### src/mxp_defs.vh
`ifndef MXP_DEFS_VH
`define MXP_DEFS_VH

// =====================================================
// register byte offsets
// =====================================================
`define OFF_CTRL 8'h00
`define OFF_STATUS 8'h04
`define OFF_IRQ_STAT 8'h08
`define OFF_IRQ_MASK 8'h0c
`define OFF_ALS_ON 8'h10
`define OFF_ALS_OFF 8'h14

// =====================================================
// control register fields
// =====================================================
`define CTRL_WRAP 0
`define CTRL_STANDBY 1
`define CTRL_CPU_READY 2
`define CTRL_BOOTING 3
`define CTRL_WAVE2 4
`define CTRL_TRUNK_INSVC 5
`define CTRL_CLIENT_INSVC_LO 6
`define CTRL_CLIENT_INSVC_HI 9
`define CTRL_ALS_EN 10
`define CTRL_W 11
`define CTRL_RESET 11'h000

// =====================================================
// interrupt status fields
// =====================================================
`define IRQ_FALLBACK 0
`define IRQ_SIGFAIL 1
`define IRQ_SHUTDOWN 2
`define IRQ_W 3

// =====================================================
// trunk rates in kbit/s, one for each trunkRateSel setting
// =====================================================
`define RATE_NATIVE_KBPS 32'd9953280
`define RATE_WRAPPED_KBPS 32'd10709230

// =====================================================
// timing
// =====================================================
`define CLK_HZ 100000000
// least trunk pulse phase, in seconds; phases must exceed 60 s
`define ALS_MIN_SEC 16'd61
`define ALS_ON_RESET 16'h003d
`define ALS_OFF_RESET 16'h003d

`endif

### src/mxp_status_timing.v
`timescale 1ns/1ps
`include "mxp_defs.vh"
// control, timing fallback, laser shutdown and indicators of the muxponder
module mxp_status_timing #(
    parameter SEC_CYCLES = `CLK_HZ
) (
    input wire sys_clk,
    input wire resetn,
    // apb slave
    input wire psel,
    input wire penable,
    input wire pwrite,
    input wire [7:0] paddr,
    input wire [31:0] pwdata,
    output reg [31:0] prdata,
    output reg pready,
    output reg pslverr,
    output reg irq,
    // client and trunk byte streams
    input wire [31:0] clientTxData,
    output reg [7:0] trunkTxData,
    input wire [7:0] trunkRxData,
    output reg [31:0] clientRxData,
    output reg trunkRateSel,
    // timing sources
    input wire shelfClkAOk,
    input wire shelfClkBOk,
    output reg txClockSel,
    output reg clockAlarm,
    // port alarms, bits 3:0 clients, bit 4 trunk
    input wire [4:0] lossOfSignal,
    input wire [4:0] lossOfFrame,
    input wire [4:0] highBer,
    input wire fiberMiswire,
    // lasers
    output reg [3:0] clientLaserOn,
    output reg trunkLaserOn,
    // indicators
    output reg failLed,
    output reg actLedGreen,
    output reg actLedAmber,
    output reg signalFailLed,
    output reg [3:0] clientLed,
    output reg trunkLed,
    output reg wave1Led,
    output reg wave2Led
);
    // =====================================================
    // trunk shutdown states
    // =====================================================
    localparam ST_RUN = 2'd0;   // laser on, link good
    localparam ST_OFF = 2'd1;   // laser off, waiting off phase
    localparam ST_PULSE = 2'd2; // restart pulse, laser on

    // =====================================================
    // declarations
    // =====================================================
    reg [`CTRL_W-1:0] ctrl;      // software control bits
    reg [`IRQ_W-1:0] irqStat;    // sticky events
    reg [`IRQ_W-1:0] irqMask;    // enables onto irq
    reg [15:0] alsOnSec;         // restart pulse on time
    reg [15:0] alsOffSec;        // off time between pulses
    reg [31:0] preCount;         // cycles toward one second
    reg secTick;                 // one-cycle pulse per second
    reg flash;                   // boot flash phase
    reg [1:0] alsState;
    reg [1:0] next_alsState;
    reg [15:0] alsSec;           // seconds spent in phase
    reg [1:0] slot;              // client lane in trunk
    reg onFallback;
    reg sfPrev;
    wire [4:0] losS;
    wire [4:0] lofS;
    wire [4:0] berS;
    wire [2:0] miscS;
    wire apbWrite;
    wire apbSetup;
    wire [`IRQ_W-1:0] irqEvent;
    wire [`IRQ_W-1:0] irqClear;
    wire [4:0] portOk;
    wire sigFail;
    wire operational;
    wire anyActive;
    wire [15:0] onLimit;
    wire [15:0] offLimit;
    wire [3:0] clientInSvc;

    // =====================================================
    // input synchronisers
    // =====================================================
    // alarm pins come from optics on other clocks
    sync_bits #(.W(15)) u_alarmSync (
        .sys_clk(sys_clk),
        .resetn(resetn),
        .din({highBer, lossOfFrame, lossOfSignal}),
        .dout({berS, lofS, losS})
    );
    sync_bits #(.W(3)) u_miscSync (
        .sys_clk(sys_clk),
        .resetn(resetn),
        // clock-good pins enter inverted so the reset state reads as not lost
        .din({fiberMiswire, ~shelfClkBOk, ~shelfClkAOk}),
        .dout(miscS)
    );

    // =====================================================
    // derived conditions
    // =====================================================
    assign clientInSvc = ctrl[`CTRL_CLIENT_INSVC_HI:`CTRL_CLIENT_INSVC_LO];
    // a port receives a recognized signal with no loss or frame alarm
    assign portOk = ~(losS | lofS);
    // any port failure or a miswire lights signal fail
    assign sigFail = (|(losS | lofS | berS)) | miscS[2];
    assign operational = ctrl[`CTRL_CPU_READY] & ~ctrl[`CTRL_BOOTING];
    assign anyActive = |({ctrl[`CTRL_TRUNK_INSVC], clientInSvc} & portOk);
    // short programmed phases are stretched past sixty seconds
    assign onLimit = (alsOnSec < `ALS_MIN_SEC) ? `ALS_MIN_SEC : alsOnSec;
    assign offLimit = (alsOffSec < `ALS_MIN_SEC) ? `ALS_MIN_SEC : alsOffSec;

    // =====================================================
    // apb decode
    // =====================================================
    assign apbSetup = psel & ~penable;
    assign apbWrite = psel & penable & pready & pwrite;
    assign irqClear = (apbWrite && paddr == `OFF_IRQ_STAT) ? pwdata[`IRQ_W-1:0]
                                                          : {`IRQ_W{1'b0}};

    // ready and read data are prepared in the setup cycle,
    // so every access ends after exactly one access cycle
    always @(posedge sys_clk or negedge resetn) begin
        if (!resetn) begin
            pready <= 1'b0;
            pslverr <= 1'b0;
            prdata <= 32'h00000000;
        end else if (apbSetup) begin
            pready <= 1'b1;
            pslverr <= 1'b0;
            prdata <= 32'h00000000;
            case (paddr)
                `OFF_CTRL: begin
                    prdata <= {21'h000000, ctrl};
                end
                `OFF_STATUS: begin
                    prdata <= {11'h000, losS, lofS, berS,
                               miscS[2], signalFailLed, trunkLaserOn,
                               alsState, clockAlarm};
                end
                `OFF_IRQ_STAT: begin
                    prdata <= {29'h00000000, irqStat};
                end
                `OFF_IRQ_MASK: begin
                    prdata <= {29'h00000000, irqMask};
                end
                `OFF_ALS_ON: begin
                    prdata <= {16'h0000, alsOnSec};
                end
                `OFF_ALS_OFF: begin
                    prdata <= {16'h0000, alsOffSec};
                end
                default: begin
                    // unmapped address answers with an error
                    pslverr <= 1'b1;
                end
            endcase
        end else begin
            pready <= 1'b0;
            pslverr <= 1'b0;
        end
    end

    // =====================================================
    // control registers
    // =====================================================
    // written only on the completing access cycle
    always @(posedge sys_clk or negedge resetn) begin
        if (!resetn) begin
            ctrl <= `CTRL_RESET;
            irqMask <= {`IRQ_W{1'b0}};
            alsOnSec <= `ALS_ON_RESET;
            alsOffSec <= `ALS_OFF_RESET;
        end else if (apbWrite) begin
            case (paddr)
                `OFF_CTRL: begin
                    ctrl <= pwdata[`CTRL_W-1:0];
                end
                `OFF_IRQ_MASK: begin
                    irqMask <= pwdata[`IRQ_W-1:0];
                end
                `OFF_ALS_ON: begin
                    alsOnSec <= pwdata[15:0];
                end
                `OFF_ALS_OFF: begin
                    alsOffSec <= pwdata[15:0];
                end
                default: begin
                    // read-only or unmapped: nothing stored
                end
            endcase
        end
    end

    // =====================================================
    // interrupts
    // =====================================================
    assign irqEvent[`IRQ_FALLBACK] = ~onFallback & miscS[0] & miscS[1];
    assign irqEvent[`IRQ_SIGFAIL] = sigFail & ~sfPrev;
    assign irqEvent[`IRQ_SHUTDOWN] = (alsState == ST_RUN) && (next_alsState == ST_OFF);

    // a new event wins over a write-one clear in the same cycle
    always @(posedge sys_clk or negedge resetn) begin
        if (!resetn) begin
            irqStat <= {`IRQ_W{1'b0}};
            sfPrev <= 1'b0;
            irq <= 1'b0;
        end else begin
            irqStat <= (irqStat & ~irqClear) | irqEvent;
            sfPrev <= sigFail;
            irq <= |(((irqStat & ~irqClear) | irqEvent) & irqMask);
        end
    end

    // =====================================================
    // timing source selection
    // =====================================================
    // the change of source is not hitless; traffic may take errors
    always @(posedge sys_clk or negedge resetn) begin
        if (!resetn) begin
            onFallback <= 1'b0;
            txClockSel <= 1'b0;
            clockAlarm <= 1'b0;
            trunkRateSel <= 1'b0;
        end else begin
            onFallback <= miscS[0] & miscS[1];
            // 0 selects shelf timing, 1 the internal fallback clock
            txClockSel <= miscS[0] & miscS[1];
            clockAlarm <= miscS[0] & miscS[1];
            // 0 native line rate, 1 wrapped rate with fec
            trunkRateSel <= ctrl[`CTRL_WRAP];
        end
    end

    // =====================================================
    // mux and demux of client lanes
    // =====================================================
    // lanes interleave byte by byte; lane order fixed by slot
    always @(posedge sys_clk or negedge resetn) begin
        if (!resetn) begin
            slot <= 2'd0;
            trunkTxData <= 8'h00;
            clientRxData <= 32'h00000000;
        end else begin
            slot <= slot + 2'd1;
            case (slot)
                2'd0: begin
                    trunkTxData <= clientTxData[7:0];
                    clientRxData[7:0] <= trunkRxData;
                end
                2'd1: begin
                    trunkTxData <= clientTxData[15:8];
                    clientRxData[15:8] <= trunkRxData;
                end
                2'd2: begin
                    trunkTxData <= clientTxData[23:16];
                    clientRxData[23:16] <= trunkRxData;
                end
                default: begin
                    trunkTxData <= clientTxData[31:24];
                    clientRxData[31:24] <= trunkRxData;
                end
            endcase
        end
    end

    // =====================================================
    // seconds prescaler
    // =====================================================
    // whole seconds keep long phases in a 16-bit count
    always @(posedge sys_clk or negedge resetn) begin
        if (!resetn) begin
            preCount <= 32'h00000000;
            secTick <= 1'b0;
            flash <= 1'b0;
        end else if (preCount == SEC_CYCLES - 1) begin
            preCount <= 32'h00000000;
            secTick <= 1'b1;
            flash <= ~flash;
        end else begin
            preCount <= preCount + 32'h00000001;
            secTick <= 1'b0;
        end
    end

    // =====================================================
    // trunk laser shutdown
    // =====================================================
    // off on loss; then a restart pulse each off phase until signal returns
    always @* begin
        next_alsState = alsState;
        case (alsState)
            ST_RUN: begin
                if (ctrl[`CTRL_ALS_EN] && losS[4]) begin
                    next_alsState = ST_OFF;
                end
            end
            ST_OFF: begin
                if (!ctrl[`CTRL_ALS_EN]) begin
                    next_alsState = ST_RUN;
                end else if (secTick && alsSec + 16'd1 >= offLimit) begin
                    next_alsState = ST_PULSE;
                end
            end
            ST_PULSE: begin
                if (!ctrl[`CTRL_ALS_EN] || !losS[4]) begin
                    next_alsState = ST_RUN;
                end else if (secTick && alsSec + 16'd1 >= onLimit) begin
                    next_alsState = ST_OFF;
                end
            end
            default: begin
                next_alsState = ST_RUN;
            end
        endcase
    end

    // phase seconds restart on every state change
    always @(posedge sys_clk or negedge resetn) begin
        if (!resetn) begin
            alsState <= ST_RUN;
            alsSec <= 16'h0000;
            trunkLaserOn <= 1'b1;
            clientLaserOn <= 4'hf;
        end else begin
            alsState <= next_alsState;
            if (next_alsState != alsState) begin
                alsSec <= 16'h0000;
            end else if (secTick) begin
                alsSec <= alsSec + 16'd1;
            end
            trunkLaserOn <= (next_alsState != ST_OFF);
            // client lasers follow their own receive loss
            clientLaserOn <= ctrl[`CTRL_ALS_EN] ? ~losS[3:0] : 4'hf;
        end
    end

    // =====================================================
    // indicators
    // =====================================================
    // reset drives fail on; all led outputs are flops
    always @(posedge sys_clk or negedge resetn) begin
        if (!resetn) begin
            failLed <= 1'b1;
            actLedGreen <= 1'b0;
            actLedAmber <= 1'b0;
            signalFailLed <= 1'b0;
            clientLed <= 4'h0;
            trunkLed <= 1'b0;
            wave1Led <= 1'b0;
            wave2Led <= 1'b0;
        end else begin
            if (ctrl[`CTRL_BOOTING]) begin
                failLed <= flash;
            end else begin
                failLed <= ~ctrl[`CTRL_CPU_READY];
            end
            actLedGreen <= operational & ~ctrl[`CTRL_STANDBY] & anyActive;
            actLedAmber <= operational & ctrl[`CTRL_STANDBY];
            signalFailLed <= sigFail;
            clientLed <= clientInSvc & portOk[3:0];
            trunkLed <= ctrl[`CTRL_TRUNK_INSVC] & portOk[4];
            wave1Led <= ~ctrl[`CTRL_WAVE2];
            wave2Led <= ctrl[`CTRL_WAVE2];
        end
    end
endmodule

### src/sync_bits.v
`timescale 1ns/1ps
// two flip-flop synchroniser, one stage pair per bit
module sync_bits #(
    parameter W = 1
) (
    input wire sys_clk,
    input wire resetn,
    input wire [W-1:0] din,
    output wire [W-1:0] dout
);
    // =====================================================
    // per-bit stages
    // =====================================================
    genvar i;
    generate
        for (i = 0; i < W; i = i + 1) begin : g_bit
            reg meta; // first stage, read only by the second
            reg held; // second stage, safe to use
            always @(posedge sys_clk or negedge resetn) begin
                if (!resetn) begin
                    meta <= 1'b0;
                    held <= 1'b0;
                end else begin
                    meta <= din[i];
                    held <= meta;
                end
            end
            assign dout[i] = held;
        end
    endgenerate
endmodule

### config.mk
export PLATFORM = sky130hd
export DESIGN_NAME = mxp_status_timing
export DESIGN_NICKNAME = d
export VERILOG_FILES = /design/src/mxp_status_timing.v /design/src/sync_bits.v
export VERILOG_INCLUDE_DIRS = /design/src /design/src/src
export SDC_FILE = /design/constraint.sdc
export NUM_CORES = 1
export LEC_CHECK = 0
export BUFFER_PORTS_ARGS = -buffer_cell sky130_fd_sc_hd__buf_2
export CAP_MARGIN = 20
export CORE_MARGIN = 2
export CORE_UTILIZATION = 50
export DETAILED_ROUTE_END_ITERATION = 10
export PLACE_DENSITY = 0.76
export SETUP_SLACK_MARGIN = 0.1
export SKIP_LAST_GASP = 1
export SLEW_MARGIN = 20
export SYNTH_ARGS = -nofsm -noshare
export SYNTH_HDL_FRONTEND = slang
export SYNTH_HIERARCHICAL = 1
export SYNTH_SLANG_ARGS = --single-unit
### constraint.sdc
create_clock -name sys_clk -period 3.2 [get_ports sys_clk]
set_clock_uncertainty 0.05 [all_clocks]
set_input_delay 0.16 -clock sys_clk [delete_from_list [all_inputs] [get_ports sys_clk]]
set_output_delay 0.16 -clock sys_clk [all_outputs]
set_load 0.02 [all_outputs]
==> metrics <==
Skew-Pair Late Insertion Delay=slightly above 0.5 ns; via/cell ratio=about 5.6; CTS tree=done; dpl cell area=approximately 11000 um2; Rows=between 50 and 60; DIE HEIGHT=roughly 150 um; drt pass-1 iters=6; worst slew pin tran=between 0.8 and 0.9 ns; VDD IR max=a little over 0.4 mV; dpl hpwl=16800 um; global-route wire length before repair=roughly 42000 um; final setup fails=0; Syn-to-layout area delta=26.5%; Tcrit/Tclk final=a little over nine tenths; DRC violations left=0; Max Transition Viols Final=0; Final WS setup=about 0.18 ns; share of the synthesized area in the top cell type=roughly 51%; Max FO, Critical Path=16; grt total ovfl=0; status=completed; Max clock buf depth=3; Post-synth EDFFs=0; clk slew on worst S/H paths=approximately 0.07 ns; clk root buf=clkbuf_16; Synth area leader=dfrtp_1; initial core utilization=approximately 51%; number of library cell types mapped by synthesis=55; worst r2r src=alsOnSec[11]; Mean Syn Cell Area=11.2 um2; Post-Syn Area=roughly 10000 um2; pwr dens=a little under 500 nW/um2; vias after detailed routing=a little under 8000; LEAKAGE=around 6 nW; R2R setup slack=between 0.15 and 0.2 ns; initial DRC count=577; most frequent cells in the layout=dfrtp_1, buf_2, nand2_1; antenna viol nets, final=0; Rel. slew slack=between 40% and 50%; most common cell after layout, fill and taps aside=dfrtp_1; pre-CTS setup slack=approximately 0.066 ns; FF-to-FF End=alsSec[8]; FFs w/ async S/R, synth=100%; RSZ-0062 raised after global routing=true; vias in the first global route=8203; initial antenna violation count=2; largest net degree at the start of global routing=96; H-tree depth=1; Synth Register Bits=~220; Final Hold Viols=0; Max-cap violations=0; Crit. End Element=flip-flop; layout cells sized above 1=between 30% and 40%; setup_tns=0 ns; sequential-to-total area share from yosys stat=55.0%; routability cong.=about 0.83; yosys synthesis warning count=6; Post-synth top flop=dfrtp_1; Tmin final=a little over 3 ns; Final nets=between 1000 and 1500; synth top area cells=dfrtp_1, mux2_2, ha_1; cell count after synthesis=899; WL/cell=18.6 um; core footprint=19700 um2; CP endpoint=alsSec[8]; I/O Pins=197; Final Power=6.23 mW; Critical Path RT=3.59 ns; Port Buffers=between 150 and 200; min-delay worst type=input port to flip-flop; design area=roughly 13000 um2; WL final=26300 um; Min-Delay Path Depth=4; WS Path Type=flip-flop to flip-flop; crit path DAT=3.41 ns; fmax=about 0.33 GHz; Num CTS Buffers=23; depth of the most critical reg-to-reg path=14; Setup crit start kind=flip-flop; chip width=roughly 150 um; CTS sink count=about 220; die area=between 20000 and 25000 um2; CP Launch Point=alsOnSec[11]; total track usage=between 20% and 30%
==> final cells by class <==
class	instances	area, um2
antenna	2	5.00
clock buffer	28	604
clock inverter	13	219
fill	1472	6890
inverter	49	184
multi-input combinational	576	4130
sequential	221	5560
tap	265	332
timing repair buffer	261	1730
==> state kept, by name, indices dropped and copies added (netlist names), 2 cells and up <==
name	flops
clientRxData	32
preCount	32
prdata	21
alsOffSec	16
alsOnSec	16
alsSec	16
u_alarmSync/g_bit.held	15
u_alarmSync/g_bit.meta	15
ctrl	11
trunkTxData	8
clientLaserOn	4
clientLed	4
irqMask	3
irqStat	3
u_miscSync/g_bit.held	3
u_miscSync/g_bit.meta	3
alsState	2
slot	2
==> power breakdown <==
part	total, mW	leakage, nW	switching (mW)	internal (mW)
combinational	0.400	3.02	0.237	0.163
clock	2.93	0.408	1.10	1.83
sequential	2.90	2.72	0.0406	2.86
total	6.23	6.15	1.38	4.85
==> cell usage after synthesis, drive strengths merged (23+ instances only) <==
master / instances
o21ai: 53
ha: 38
inv: 49
mux2: 70
nand4: 23
nand3: 32
buf: 34
xnor2: 24
xor2: 36
nor2: 62
dfrtp: 205
nand2: 89
clkbuf: 29
==> worst min-delay path by stage <==
stage              from           end  slack, ns
2_1_floorplan    resetn   actLedAmber      -0.19
3_3_place_gp     resetn  alsOnSec[12]       0.18
3_5_place_dp     resetn  alsOnSec[14]       0.19
4_1_cts        paddr[4]    prdata[12]       0.15
5_1_grt        paddr[4]     prdata[1]       0.18
6_report       paddr[4]     prdata[1]       0.17
==> kinds of logic after synthesis <==
logic type | share of synthesized area (%)
AND/OR/NAND/NOR | 12.9
flip-flops | 55.0
AO/OA/AOI/OAI | 7.50
buffers and inverters | 5.36
multiplexers | 9.30
XOR/XNOR | 5.21
adder cells (fa/ha/maj) | 4.71
other | 0.0372
==> layer usage <==
layer | track usage (%) | wire length, um | share of wire (%)
met1 | 30.4 | 10100 | 39
met2 | 42.0 | 13300 | 50
met3 | 5.53 | 1790 | 6.8
met4 | 9.22 | 1110 | 4.2
met5 | 0 | 11 | 0.042
==> critical path, stage by stage (launching register included) <==
cell       delay [ns]
dfrtp_1          0.37
inv_1            0.15
nand4_1          0.15
nor4_2           0.29
buf_4            0.20
inv_1            0.04
o21ai_0          0.20
ha_1             0.26
o21ai_0          0.19
o21ai_0          0.12
a221oi_1         0.27
a2bb2oi_1        0.12
o22a_1           0.25
buf_12           0.16
nor2_1           0.12
==> stage by stage <==
| stage | hold slack (ns) | utilization (%) | std cells |
|---|---|---|---|
| final | 0.171 | 64.9 | 1415 |
| after global routing | 0.183 | 64.9 | 1414 |
| after CTS | 0.149 | 64.0 | 1400 |
| after detailed placement | 0.194 | 56.8 | 1300 |
| after global placement | 0.184 | 56.8 | 1300 |
| after floorplan | -0.186 | - | 909 |
==> timing repair <==
item | in CTS | in global routing
endpoints found under the setup margin | 16 | 19
endpoints found under the hold margin | 194 | 0
buffers inserted | 0 | 13
pin swaps | 0 | 6
gates resized for setup | 2 | 16
hold buffers | 59 | 0
Note: power is estimated with default switching activity, not from simulation.
